File: src/rtl/cidc_pkg.sv
// constants shared by the coprocessor instruction decode front end
`default_nettype none
package cidc_pkg;
    // ************************************************************
    // register map (byte addresses on the apb)
    // ************************************************************
    localparam logic [7:0] ADDR_MSC = 8'h00;
    localparam logic [7:0] ADDR_CTRL = 8'h04;
    localparam logic [7:0] ADDR_STATUS = 8'h08;
    localparam logic [7:0] ADDR_MASK = 8'h0c;
    localparam logic [7:0] ADDR_STATE = 8'h10;
    localparam logic [7:0] ADDR_TABLE = 8'h20;
    localparam logic [7:0] ADDR_TABLE_END = 8'h3c;

    // ************************************************************
    // machine_state_control fields and reset
    // ************************************************************
    localparam int MSC_COPROC_PRESENT = 6;
    localparam int MSC_EXC_ENABLE = 12;
    localparam int MSC_FPU_PRESENT = 18;
    localparam int MSC_FP_EXC_MODE_HI = 20;
    localparam int MSC_FP_EXC_MODE_LO = 23;
    localparam logic [31:0] MSC_RESET = 32'h0000_0000;

    // ************************************************************
    // control register fields and reset
    // ************************************************************
    localparam int CTRL_FABRIC_CLASS_LSB = 0;
    localparam logic [31:0] CTRL_RESET = 32'h0000_0002;

    // ************************************************************
    // status / mask bits
    // ************************************************************
    localparam int ST_BIT_DONE = 0;
    localparam int ST_BIT_ILLEGAL = 1;
    localparam int ST_BIT_EXC = 2;
    localparam int ST_BIT_FLUSH = 3;
    localparam int STATUS_W = 4;

    // ************************************************************
    // instruction fields and opcodes
    // ************************************************************
    localparam logic [5:0] OP_PRIM_CUSTOM0 = 6'h00;
    localparam logic [5:0] OP_PRIM_CUSTOM4 = 6'h04;
    localparam logic [5:0] OP_PRIM_FP_SINGLE = 6'h3b;
    localparam logic [5:0] OP_PRIM_FP_DOUBLE = 6'h3f;
    localparam logic [11:0] OP_EXT_ILLEGAL = 12'h000;
    localparam logic [6:0] OP_EXT_CUSTOM_CR = 7'h46;
    localparam logic [31:0] EXC_VECTOR = 32'h0000_0700;

    // ************************************************************
    // custom table entry layout
    // ************************************************************
    localparam int CUSTOM_SLOTS = 8;
    localparam int TBL_PRIM_LSB = 0;
    localparam int TBL_EXT_LSB = 6;
    localparam int TBL_VALID = 17;
    localparam int TBL_CLASS_LSB = 18;
    localparam int TBL_SETS_CR = 20;
    localparam int KEY_W = 17;

    // ************************************************************
    // types
    // ************************************************************
    typedef enum logic [1:0] {
        CIDC_CLS_AUTO = 2'h0,
        CIDC_CLS_BLOCK = 2'h1,
        CIDC_CLS_NONBLOCK = 2'h2
    } cidc_class_t;

    typedef enum logic [2:0] {
        CIDC_K_NONE,
        CIDC_K_ILLEGAL,
        CIDC_K_FP,
        CIDC_K_CUSTOM,
        CIDC_K_CUSTOM_CR
    } cidc_kind_t;
endpackage
`default_nettype wire

File: src/rtl/cidc_custom_table.sv
// configured custom instruction table with registered readback and lookup
`default_nettype none
module cidc_custom_table
    import cidc_pkg::*;
#(
    parameter int SLOTS = CUSTOM_SLOTS
) (
    input wire logic pclk,
    input wire logic presetn,
    input wire logic wr_en,
    input wire logic [$clog2(SLOTS)-1:0] wr_idx,
    input wire logic [31:0] wr_data,
    input wire logic [$clog2(SLOTS)-1:0] rd_idx,
    output logic [31:0] rd_data_r,
    input wire logic [KEY_W-1:0] key,
    output logic hit_r,
    output logic [$clog2(SLOTS)-1:0] hit_idx_r,
    output logic [31:0] hit_cfg_r
);
    logic [31:0] mem_r [SLOTS];
    logic hit_nxt;
    logic [$clog2(SLOTS)-1:0] hit_idx_nxt;

    always_ff @(posedge pclk or negedge presetn) begin
        if (!presetn) begin
            for (int i = 0; i < SLOTS; i++) begin
                mem_r[i] <= 32'h0000_0000;
            end
        end else if (wr_en) begin
            mem_r[wr_idx] <= wr_data;
        end
    end

    always_ff @(posedge pclk or negedge presetn) begin
        if (!presetn) begin
            rd_data_r <= 32'h0000_0000;
        end else begin
            rd_data_r <= mem_r[rd_idx];
        end
    end

    // lowest matching slot wins so a duplicate entry is harmless
    always_comb begin
        hit_nxt = 1'b0;
        hit_idx_nxt = '0;
        for (int i = SLOTS - 1; i >= 0; i--) begin
            if (mem_r[i][TBL_VALID] && mem_r[i][TBL_EXT_LSB+10:TBL_PRIM_LSB] == key) begin
                hit_nxt = 1'b1;
                hit_idx_nxt = i[$clog2(SLOTS)-1:0];
            end
        end
    end

    always_ff @(posedge pclk or negedge presetn) begin
        if (!presetn) begin
            hit_r <= 1'b0;
            hit_idx_r <= '0;
            hit_cfg_r <= 32'h0000_0000;
        end else begin
            hit_r <= hit_nxt;
            hit_idx_r <= hit_idx_nxt;
            hit_cfg_r <= mem_r[hit_idx_nxt];
        end
    end
endmodule
`default_nettype wire

File: src/rtl/cidc_decode_top.sv
// coprocessor instruction decode and class control with apb registers
//
// Summary of operation
// - no coprocessor instruction is accepted before machine state is written
// - machine state bit 6 reads one when the coprocessor path exists
// - machine state bit 12 enables taking coprocessor exceptions
// - machine state bit 18 reads one when a float unit exists
// - bits 20 and 23 hold the float exception mode pair
// - autonomous instructions never stall the core and return nothing
// - next coprocessor instruction waits while an autonomous one is busy
// - non-autonomous instructions stall the core until the coprocessor is done
// - interrupts and exceptions are held off during a blocking instruction
// - non-blocking instructions may be aborted, serviced and issued again
// - primary and extended opcodes together identify each instruction
// - predefined instructions use source and target fields as registers
// - primary 0 with zero extended opcode is illegal, else custom
// - primary 4: reserved half, one condition-setting pattern, rest custom
// - primaries 59 and 63 are predefined float instructions
// - decoder covers hard-coded predefined and a few configured customs
// - an enabled coprocessor exception during a non-autonomous instruction flushes and vectors to 0x700
//
// Design decisions made here: the APB register port and the register offsets.
`default_nettype none
module cidc_decode_top
    import cidc_pkg::*;
#(
    parameter logic HAS_COPROC = 1'b1,
    parameter logic HAS_FPU = 1'b1,
    parameter int SLOTS = CUSTOM_SLOTS
) (
    input wire logic pclk,
    input wire logic presetn,
    input wire logic psel,
    input wire logic penable,
    input wire logic pwrite,
    input wire logic [7:0] paddr,
    input wire logic [31:0] pwdata,
    output logic [31:0] prdata,
    output logic pready,
    output logic pslverr,
    output logic irq,
    input wire logic core_issue,
    input wire logic [31:0] core_instr,
    input wire logic core_abort,
    output logic core_ready,
    output logic core_stall,
    output logic core_irq_hold,
    output logic core_illegal,
    output logic core_result_valid,
    output logic [31:0] core_result,
    output logic core_exc_req,
    output logic [31:0] core_exc_vector,
    output logic coproc_issue,
    output logic [31:0] coproc_instr,
    output logic [1:0] coproc_class,
    output logic coproc_is_fp,
    output logic coproc_sets_cr,
    output logic coproc_fields_are_regs,
    output logic coproc_custom_hit,
    output logic [$clog2(SLOTS)-1:0] coproc_custom_idx,
    output logic coproc_flush,
    input wire logic coproc_done,
    input wire logic [31:0] coproc_result,
    input wire logic coproc_exception
);
    localparam int IW = $clog2(SLOTS);

    typedef enum logic [1:0] {CIDC_IDLE, CIDC_LOOKUP, CIDC_WAIT} cidc_state_t;

    // ************************************************************
    // opcode classification
    // ************************************************************
    function automatic cidc_kind_t cidc_kind(input logic [31:0] ins, input logic fpu_on);
        logic [5:0] prim;
        prim = ins[31:26];
        cidc_kind = CIDC_K_NONE;
        if (prim == OP_PRIM_CUSTOM0) begin
            cidc_kind = (ins[11:0] == OP_EXT_ILLEGAL) ? CIDC_K_ILLEGAL : CIDC_K_CUSTOM;
        end else if (prim == OP_PRIM_CUSTOM4) begin
            if (!ins[6]) begin
                cidc_kind = CIDC_K_NONE;
            end else if (ins[6:0] == OP_EXT_CUSTOM_CR) begin
                cidc_kind = CIDC_K_CUSTOM_CR;
            end else begin
                cidc_kind = CIDC_K_CUSTOM;
            end
        end else if ((prim == OP_PRIM_FP_SINGLE || prim == OP_PRIM_FP_DOUBLE) && fpu_on) begin
            cidc_kind = CIDC_K_FP;
        end
    endfunction

    // ************************************************************
    // registers
    // ************************************************************
    cidc_state_t state_r, state_nxt;
    logic [31:0] msc_r;
    logic [31:0] ctrl_r;
    logic [STATUS_W-1:0] status_r;
    logic [STATUS_W-1:0] mask_r;
    logic configured_r;
    logic auto_pend_r, auto_pend_nxt;
    logic [31:0] instr_r;
    logic [1:0] class_r, class_nxt;
    logic [31:0] prdata_nxt;
    logic slverr_nxt;
    logic wr_en;
    logic acc;
    logic in_table;
    logic [31:0] msc_view;
    logic tbl_hit;
    logic [IW-1:0] tbl_idx;
    logic [31:0] tbl_cfg;
    logic [31:0] tbl_rd;
    cidc_kind_t kind;
    logic issue_nxt, illegal_nxt, flush_nxt, exc_nxt, done_nxt;
    logic take;

    assign acc = psel && penable && !pready;
    assign wr_en = psel && penable && pready && pwrite && !pslverr;
    assign in_table = paddr >= ADDR_TABLE && paddr <= ADDR_TABLE_END && paddr[1:0] == 2'b00;
    assign kind = cidc_kind(instr_r, HAS_FPU);
    assign take = core_issue && core_ready;

    // presence bits come from the build, not from software
    always_comb begin
        msc_view = msc_r;
        msc_view[MSC_COPROC_PRESENT] = HAS_COPROC;
        msc_view[MSC_FPU_PRESENT] = HAS_FPU;
    end

    // configured custom slots beside the hard-coded decode
    cidc_custom_table #(.SLOTS(SLOTS)) u_table (
        .pclk(pclk),
        .presetn(presetn),
        .wr_en(wr_en && in_table),
        .wr_idx(paddr[IW+1:2]),
        .wr_data(pwdata),
        .rd_idx(paddr[IW+1:2]),
        .rd_data_r(tbl_rd),
        .key({core_instr[10:0], core_instr[31:26]}),
        .hit_r(tbl_hit),
        .hit_idx_r(tbl_idx),
        .hit_cfg_r(tbl_cfg)
    );

    // ************************************************************
    // apb slave: one wait state so table reads come from a register
    // ************************************************************
    always_comb begin
        prdata_nxt = 32'h0000_0000;
        slverr_nxt = 1'b0;
        if (in_table) begin
            prdata_nxt = tbl_rd;
        end else begin
            case (paddr)
                ADDR_MSC: prdata_nxt = msc_view;
                ADDR_CTRL: prdata_nxt = ctrl_r;
                ADDR_STATUS: prdata_nxt = {28'h0000000, status_r};
                ADDR_MASK: prdata_nxt = {28'h0000000, mask_r};
                ADDR_STATE: prdata_nxt = {28'h0000000, auto_pend_r, configured_r, state_r};
                default: slverr_nxt = 1'b1;
            endcase
        end
    end

    always_ff @(posedge pclk or negedge presetn) begin
        if (!presetn) begin
            pready <= 1'b0;
            prdata <= 32'h0000_0000;
            pslverr <= 1'b0;
        end else begin
            pready <= acc;
            pslverr <= acc && slverr_nxt;
            prdata <= (acc && !pwrite) ? prdata_nxt : 32'h0000_0000;
        end
    end

    // exception enable kept in software-written bit
    // float exception mode pair stored as written
    always_ff @(posedge pclk or negedge presetn) begin
        if (!presetn) begin
            msc_r <= MSC_RESET;
        end else if (wr_en && paddr == ADDR_MSC) begin
            msc_r <= pwdata;
        end
    end

    // path unusable until machine state has been written once
    always_ff @(posedge pclk or negedge presetn) begin
        if (!presetn) begin
            configured_r <= 1'b0;
        end else if (wr_en && paddr == ADDR_MSC) begin
            configured_r <= 1'b1;
        end
    end

    always_ff @(posedge pclk or negedge presetn) begin
        if (!presetn) begin
            ctrl_r <= CTRL_RESET;
            mask_r <= '0;
        end else if (wr_en && paddr == ADDR_CTRL) begin
            ctrl_r <= {30'h00000000, pwdata[CTRL_FABRIC_CLASS_LSB+1:CTRL_FABRIC_CLASS_LSB]};
        end else if (wr_en && paddr == ADDR_MASK) begin
            mask_r <= pwdata[STATUS_W-1:0];
        end
    end

    // sticky events; a new event in the clearing cycle survives
    always_ff @(posedge pclk or negedge presetn) begin
        if (!presetn) begin
            status_r <= '0;
        end else begin
            status_r <= (status_r & ~((wr_en && paddr == ADDR_STATUS) ?
                        pwdata[STATUS_W-1:0] : {STATUS_W{1'b0}}))
                        | {flush_nxt, exc_nxt, illegal_nxt, done_nxt};
        end
    end

    always_ff @(posedge pclk or negedge presetn) begin
        if (!presetn) begin
            irq <= 1'b0;
        end else begin
            irq <= |(status_r & mask_r);
        end
    end

    // ************************************************************
    // decode and class sequencing
    // ************************************************************
    always_comb begin
        state_nxt = state_r;
        auto_pend_nxt = auto_pend_r;
        class_nxt = class_r;
        issue_nxt = 1'b0;
        illegal_nxt = 1'b0;
        flush_nxt = 1'b0;
        exc_nxt = 1'b0;
        done_nxt = 1'b0;
        // autonomous work ends on the coprocessor's done
        if (auto_pend_r && coproc_done && state_r != CIDC_WAIT) begin
            auto_pend_nxt = 1'b0;
            done_nxt = 1'b1;
        end
        case (state_r)
            CIDC_IDLE: begin
                if (take) begin
                    state_nxt = CIDC_LOOKUP;
                end
            end
            CIDC_LOOKUP: begin
                state_nxt = CIDC_IDLE;
                // primary plus extended decides the kind
                if (!configured_r || !HAS_COPROC || kind == CIDC_K_NONE
                    || kind == CIDC_K_ILLEGAL) begin
                    illegal_nxt = 1'b1;
                end else begin
                    issue_nxt = 1'b1;
                    if (kind == CIDC_K_FP) begin
                        class_nxt = CIDC_CLS_NONBLOCK;
                    // unmatched custom goes to the fabric with default class
                    end else if (tbl_hit) begin
                        class_nxt = tbl_cfg[TBL_CLASS_LSB+1:TBL_CLASS_LSB];
                    end else begin
                        class_nxt = ctrl_r[CTRL_FABRIC_CLASS_LSB+1:CTRL_FABRIC_CLASS_LSB];
                    end
                    if (class_nxt == CIDC_CLS_AUTO) begin
                        auto_pend_nxt = 1'b1;
                    end else begin
                        state_nxt = CIDC_WAIT;
                    end
                end
            end
            CIDC_WAIT: begin
                if (coproc_done) begin
                    done_nxt = 1'b1;
                    state_nxt = CIDC_IDLE;
                end else if (coproc_exception && msc_r[MSC_EXC_ENABLE]) begin
                    exc_nxt = 1'b1;
                    flush_nxt = 1'b1;
                    state_nxt = CIDC_IDLE;
                end else if (core_abort && class_r == CIDC_CLS_NONBLOCK) begin
                    flush_nxt = 1'b1;
                    state_nxt = CIDC_IDLE;
                end
            end
            default: state_nxt = CIDC_IDLE;
        endcase
    end

    always_ff @(posedge pclk or negedge presetn) begin
        if (!presetn) begin
            state_r <= CIDC_IDLE;
            auto_pend_r <= 1'b0;
            class_r <= CIDC_CLS_AUTO;
            instr_r <= 32'h0000_0000;
        end else begin
            state_r <= state_nxt;
            auto_pend_r <= auto_pend_nxt;
            class_r <= class_nxt;
            if (take) begin
                instr_r <= core_instr;
            end
        end
    end

    // ************************************************************
    // core-side outputs
    // ************************************************************
    always_ff @(posedge pclk or negedge presetn) begin
        if (!presetn) begin
            core_ready <= 1'b0;
            core_stall <= 1'b0;
            core_irq_hold <= 1'b0;
            core_illegal <= 1'b0;
            core_exc_req <= 1'b0;
            core_exc_vector <= 32'h0000_0000;
        end else begin
            // hold back while autonomous work is pending
            core_ready <= state_nxt == CIDC_IDLE && !auto_pend_nxt && !take;
            // stall for the whole non-autonomous wait
            core_stall <= state_nxt == CIDC_WAIT;
            core_irq_hold <= state_nxt == CIDC_WAIT && class_nxt == CIDC_CLS_BLOCK;
            core_illegal <= illegal_nxt;
            core_exc_req <= exc_nxt;
            core_exc_vector <= EXC_VECTOR;
        end
    end

    always_ff @(posedge pclk or negedge presetn) begin
        if (!presetn) begin
            core_result_valid <= 1'b0;
            core_result <= 32'h0000_0000;
        end else begin
            core_result_valid <= state_r == CIDC_WAIT && coproc_done;
            if (state_r == CIDC_WAIT && coproc_done) begin
                core_result <= coproc_result;
            end
        end
    end

    // ************************************************************
    // coprocessor-side outputs
    // ************************************************************
    always_ff @(posedge pclk or negedge presetn) begin
        if (!presetn) begin
            coproc_issue <= 1'b0;
            coproc_instr <= 32'h0000_0000;
            coproc_class <= CIDC_CLS_AUTO;
            coproc_is_fp <= 1'b0;
            coproc_sets_cr <= 1'b0;
            coproc_fields_are_regs <= 1'b0;
            coproc_custom_hit <= 1'b0;
            coproc_custom_idx <= '0;
            coproc_flush <= 1'b0;
        end else begin
            coproc_issue <= issue_nxt;
            coproc_flush <= flush_nxt;
            if (issue_nxt) begin
                coproc_instr <= instr_r;
                coproc_class <= class_nxt;
                coproc_is_fp <= kind == CIDC_K_FP;
                coproc_sets_cr <= kind == CIDC_K_CUSTOM_CR ||
                                  (kind != CIDC_K_FP && tbl_hit && tbl_cfg[TBL_SETS_CR]);
                coproc_fields_are_regs <= kind == CIDC_K_FP;
                coproc_custom_hit <= kind != CIDC_K_FP && tbl_hit;
                coproc_custom_idx <= tbl_idx;
            end
        end
    end
endmodule
`default_nettype wire

File: config.mk
export PLATFORM = sky130hd
export DESIGN_NAME = cidc_decode_top
export DESIGN_NICKNAME = d
export VERILOG_FILES = /design/src/rtl/cidc_pkg.sv /design/src/rtl/cidc_custom_table.sv /design/src/rtl/cidc_decode_top.sv
export SDC_FILE = /design/constraint.sdc
export NUM_CORES = 1
export LEC_CHECK = 0
export ABC_AREA = 0
export BUFFER_PORTS_ARGS = -buffer_cell sky130_fd_sc_hd__buf_2
export CAP_MARGIN = 20
export CORE_MARGIN = 1.5
export CORE_UTILIZATION = 45
export CTS_CLUSTER_DIAMETER = 150
export DETAILED_ROUTE_END_ITERATION = 10
export HOLD_SLACK_MARGIN = 0.1
export PLACE_DENSITY = 0.74
export SLEW_MARGIN = 20
export SYNTH_ARGS = -nofsm -noshare
export SYNTH_HDL_FRONTEND = slang
export SYNTH_SLANG_ARGS = --single-unit
File: constraint.sdc
create_clock -name pclk -period 3.74 [get_ports pclk]
set_input_delay 0.748 -clock pclk [delete_from_list [all_inputs] [get_ports pclk]]
set_output_delay 0.748 -clock pclk [all_outputs]
set_load 0.02 [all_outputs]
# Word level (Yosys, flattened, before mapping)
# Cells that the tools add are included.
[op_classes]
n_mux = 68
eq_ne = 26
n_lt_le_gt_ge = 5
n_reduce_logical = 55
n_bitwise = 7
[op_table]
columns = ["op", "n"]
rows = [
  ["$bwmux 256", 1],
  ["$bmux 32 s3", 2],
  ["$mux 32", 5],
  ["$pmux 32 s5", 1],
  ["$eq 17x17->1", 8],
  ["$demux 32 s3", 1],
  ["$mux 21", 2],
  ["$mux 3", 12],
  ["$logic_and 1x1->1", 34],
  ["$mux 1", 28],
  ["$mux 2", 14],
  ["$eq 8x4->1 const B", 2],
  ["$eq 6x6->1 const B", 2],
  ["$logic_not 12->1", 1],
  ["$and 4x4->4", 2],
  ["$eq 8x3->1 const B", 1],
  ["$eq 8x5->1 const B", 1],
  ["$ge 4x4->1 const B", 2],
  ["$ge 8x6->1 const B", 1],
  ["$le 8x6->1 const B", 1],
  ["$logic_not 2->1", 4],
  ["$logic_not 8->1", 1],
  ["$not 3->4", 2],
  ["$eq 7x7->1 const B", 1],
  ["21 further kinds", 32],
]
[totals]
wordCells = 202
input_bits = 113
out_inout_bits = 148
reg_bits = 509

# Longest topological paths before layout
[logic_depth]
depth_word = 17
depth_mapped = 11
depth_no_buf = 8

# Hierarchy
# A second synthesis with hierarchy kept.
[hier_totals]
hier_cells = 1834
hier_area_um2 = 25255.5
[by_module_without_submodules]
columns = ["mod", "cells_each", "instances", "seq_area_each_um2", "area_per_inst_um2"]
rows = [
  ["cidc_custom_table", 1240, 1, 8107.8, 17376.7],
  ["cidc_decode_top", 594, 1, 4855.9, 7878.8],
]

# Worst setup path before layout
# OpenSTA, ideal clock, no wires.
[synth_timing]
path_kind = "input to register"
from = "in core_instr[8]"
to = "reg u_table.hit_cfg_r[18]"
cell_stages = 9
required_ns = 3.613
slack_ns = 0.988
t_arrival_ns = 2.625
path_buffers = 1
setup_time_ns = 0.127
path_cell_list = "buf_2 > xor2_1 > nor4_1 > and3_1 > o211ai_2 > a311oi_4 > mux2_2 > o2111ai_1 > o21ai_1"
[synth_between]
elab_chain_len = 14
word_cells_on_any_way = 28
cone_classes = "eq/ne (8); mux (11); bitwise (1); reduce/logical (8)"
[synth_rtl]
columns = ["item", "line_no", "source"]
rows = [
  ["from (decl)", "cidc_decode_top.sv:43", "input wire logic [31:0] core_instr,"],
  ["$eq 17x17->1", "cidc_custom_table.sv:47", "if (mem_r[i][TBL_VALID] && mem_r[i][TBL_EXT_LSB+10:TBL_PRIM_LSB] == key) begin"],
  ["$logic_and 1x1->1", "cidc_custom_table.sv:47", ""],
  ["$mux 3 (7 in a row)", "cidc_custom_table.sv:47", ""],
  ["$mux 3 *", "cidc_custom_table.sv:47", ""],
  ["$not 3->4 (not written as such) *", "cidc_custom_table.sv:62", "hit_cfg_r <= mem_r[hit_idx_nxt];"],
  ["$bmux 32 s3 *", "cidc_custom_table.sv:62", ""],
  ["$mux 21 (not written as such) * (2 in a row)", "cidc_custom_table.sv:62", ""],
  ["to (signal assigned)", "cidc_custom_table.sv:62", ""],
  ["to (decl)", "cidc_custom_table.sv:18", "output logic [31:0] hit_cfg_r"],
]
# Mark *: on every way between the ends. The rest lies on a longest branch, timed or not. The select of a mux whose other input is x is not followed.
# A chain may end at the register's enable or synchronous reset.

# Worst setup path after layout
[layout_timing]
from = "reg u_table.mem_r[67] (netlist bit)"
to = "reg u_table.hit_cfg_r[19]"
[layout_between]
elab_chain_len = 12
[layout_rtl]
columns = ["item", "line_no", "source"]
rows = [
  ["from (decl)", "cidc_custom_table.sv:20", "logic [31:0] mem_r [SLOTS];"],
  ["from (signal, indexed assignment)", "cidc_custom_table.sv:30", "mem_r[wr_idx] <= wr_data;"],
  ["$eq 17x17->1", "cidc_custom_table.sv:47", ""],
  ["$logic_and 1x1->1", "cidc_custom_table.sv:47", ""],
  ["$mux 3 (6 in a row)", "cidc_custom_table.sv:47", ""],
  ["$not 3->4 (not written as such)", "cidc_custom_table.sv:62", ""],
  ["$bmux 32 s3", "cidc_custom_table.sv:62", ""],
  ["$mux 21 (not written as such) (2 in a row)", "cidc_custom_table.sv:62", ""],
]
# No other way between the ends. The select of a mux whose other input is x is not followed.

==> results.toml <==
[clock_tree]
cts_tree = "built"
cts.clk_slew.worst_paths_ps = 60
clock_latency_ps = 620
ctsHoldBuffers = 0
clockBufferDepth = 3
cts_buffers = 52
cts_max_level = 2
cts_sinks = 489
cts_resized = 0
post_cts_buffers = 0
cts-root-buf = "clkbuf_16"

[synthesis]
synth_top_flop_cell = "dfrtp_1"
yosys.area.top_type = "dfrtp_1"
syn_inst = 1615
yosysSeqAreaShare_pct = 53.99
synth_area_mm2 = 0.02267
yosys.area.top_type_share_pct = 53.87
synth_area_leaders = "dfrtp_1 (54%), mux2_2 (21%), mux4_2 (6.4%), xnor2_1 (3.4%), xor2_1 (1.7%)"
ys_types = 69
yosys_warnings = 0
async_flop_share_pct = 100.0
avgSynthCellArea_um2 = 14.04
synth_edf_count = 0
ys_ff_latch = 489

[setup_path]
path_cells = "xnor2_1 -> nand4_1 -> nor3_1 -> nand4_1 -> a311oi_4 -> mux2_2 -> o2111ai_1 -> o21ai_1"
setup.worst_path.start_class = "flop"
cp.arrival_ps = 3490
cp_slowest_cell = "a311oi_4"
critPathMaxStageDelay_ps = 670
cp-end-kind = "flop"
required_ps = 4230
crit_fanout = 15
crit_top_cell = "nand4_1"
crit_type = "reg -> reg"

[routing]
drc = 0
wl_per_cell_um = 24.69
ant_nets = 0
route.vias.total = 14629
firstDrtPassIters = 5
drt_iter0_markers = 1164
wl_met3_mm = 4.317
routed.top_layer = "met5"
via_per_inst = 5.697
routed_wl_mm = 63.40
met1_length_mm = 28.18
met2_length_mm = 29.75

[pwr]
pwr-share-comb_pct = 7.0
internal_power_mw = 8.715
p_seq_share_pct = 47.6
peakVddDrop_mv = 0.3506
power_leakage_nw = 12.72
design_power_total_mw = 11.51
switching_share_pct = 24.28
switchingPower_mw = 2.794
clkPwrFrac_pct = 45.4
p_per_area_mw_per_mm2 = 437.7

[sta]
slew_headroom_pct = 35.12
slew_violations = 0
skew_ps = 25.90
tightest_slew_ps = 973.1
tns_ps = 0
setup_ws_ps = 742.3
setup-violations-final = 0
fmax_mhz = 333.6
rsz0062_at_grt = "false"
period_share_pct = 80.15
final-hold-violation-count = 0
post-route-min-period_ps = 2998

[die]
fp-row-count = 82
die_w_um = 227.4
dieArea_mm2 = 0.05173
core_mm2 = 0.04997
start_util_pct = 45.37
die-height_um = 227.4
ios = 261

[layout]
fin_util_pct = 52.62
nets = 1967
syn2layout_area_growth_pct = 15.99
regArea_mm2 = 0.01224
drive_gt1_share_pct = 46.89
multi_input_area_mm2 = 0.009823
antenna_cells = 0
num-fill-cells = 4195
fin_area_mm2 = 0.02629

[global_routing]
grt_remaining_overflow = 0
grt_pass1_wl_mm = 96.13
antenna_found_initial = 7
grt_max_degree = 93
first_global_vias = 15325
track_usage_pct = 25.08

[min_path]
hp-class = "in -> async"

[placed_design]
dpl_cell_area_mm2 = 0.02455
place_congestion = 0.9635
hpwl_mm = 45.14
io_buffers = 231
dp_slack_ps = 238.7

[flow_run]
cap_violations = 0

[outcome]
status = "finished, final reports clean"
## synth_stat cells (all sizes together) (8+ instances only)
| cell type | count |
|---|---|
| dfrtp | 488 |
| mux2 | 434 |
| xnor2 | 93 |
| nand2 | 91 |
| buf | 89 |
| mux4 | 64 |
| xor2 | 43 |
| nand4 | 42 |
| a21oi | 33 |
| clkbuf | 33 |
| nor4 | 22 |
| nor2 | 20 |
| nor3 | 16 |
| nand3 | 14 |
| o21ai | 10 |
| and3 | 8 |
| nor2b | 8 |
| nor3b | 8 |
## power groups by stage
stage | Clock (mW) | Combinational, mW | Sequential (mW)
2_1_floorplan | 0 | 0.397 | 5.60
3_5_place_dp | 0 | 0.805 | 5.57
5_1_grt | 5.55 | 0.868 | 5.49
6_report | 5.23 | 0.800 | 5.48
3_3_place_gp | 0 | 0.787 | 5.57
4_1_cts | 5.34 | 0.807 | 5.48
## cell usage in the layout, fill, tap and decap left out, types with 5 or more instances in the layout
cell       netlist  routed
conb_1           2      30
clkbuf_8         0       5
nor4_1          21      21
nor3_1          16      15
nand3_1         14      14
clkbuf_16        0      52
nor2b_1          8       8
nand2_1         91      91
o21ai_0          6       6
xor2_1          43      43
bufinv_16        0       5
nor3b_1          6       5
clkbuf_1        33       8
xnor2_1         89      89
buf_2           17     229
mux2_1           5       5
and3_1           8       8
clkinv_2         0      14
nor2_1          20      19
and2_1           6       6
dfrtp_1        488     488
inv_1            6       6
mux4_2          64      64
mux2_2         429     429
or3_1            6       6
buf_12           0       8
buf_4           39      41
a21oi_1         33      33
nand4_1         42      42
## logic make-up (layout without fill, tap and decap cells)
family                 count (synthesis)  after routing  share of synthesized area [%]
multiplexers                         500            500                          28.01
other                                  2             30                        0.03313
flip-flops                           489            489                          53.99
AND/OR/NAND/NOR                      277            277                          6.756
AO/OA/AOI/OAI                         83             83                          2.539
buffers and inverters                128            381                          3.290
XOR/XNOR                             136            136                          5.387
## final timing paths
check / slack, ps / to / cells after the start / from
hold reg to reg: 480 / coproc_custom_idx[2] / 1 / u_table.hit_idx_r[2]
setup reg to reg: 740 / u_table.hit_cfg_r[19] / 8 / u_table.mem_r[67]
hold / removal: 190 / instr_r[16] / 1 / presetn
min in group pclk: 370 / core_result[3] / 2 / coproc_result[3]
max in group asynchronous: 2680 / ctrl_r[1] / 2 / presetn
setup / recovery: 740 / u_table.hit_cfg_r[19] / 8 / u_table.mem_r[67]
## sequential cells by signal (all words and copies together) (netlist names), 4 cells and up
name / count
instr_r: 32
coproc_instr: 32
msc_r: 30
prdata: 32
u_table.mem_r: 256
core_result: 32
status_r: 4
u_table.rd_data_r: 32
mask_r: 4
## layout make-up
| class | instances | area share, % |
|---|---|---|
| multi-input cells | 1026 | 37.36 |
| clock buffers | 65 | 5.325 |
| repair buffers | 279 | 6.196 |
| clock inverters | 31 | 1.290 |
| well taps | 672 | 3.198 |
| flip-flops and latches | 489 | 46.55 |
| inverters | 6 | 0.08566 |
## worst max-delay path: cells and delay by family, from the launching register on
kind | cells | cell delay, ps
AOI/OAI and AO/OA | 3 | 970
and+or+nand+nor | 3 | 720
DFF | 1 | 460
muxes | 1 | 400
xor gates and xnor gates | 1 | 310
## per-layer routing
| metal | vias up | GRT usage, % |
|---|---|---|
| li1 | 6285 | - |
| met1 | 7719 | 35.23 |
| met2 | 526 | 40.35 |
| met3 | 87 | 4.969 |
| met4 | 12 | 5.490 |
| met5 | - | 0 |
## metrics by stage
step	hold slack [ps]	std cells
after global placement	460.9	2472
after CTS	202.6	2568
final	188.0	2568
after detailed placement	473.6	2472
after floorplan	441.5	1643
after global routing	231.6	2568
(Power assumes the default switching activity.)
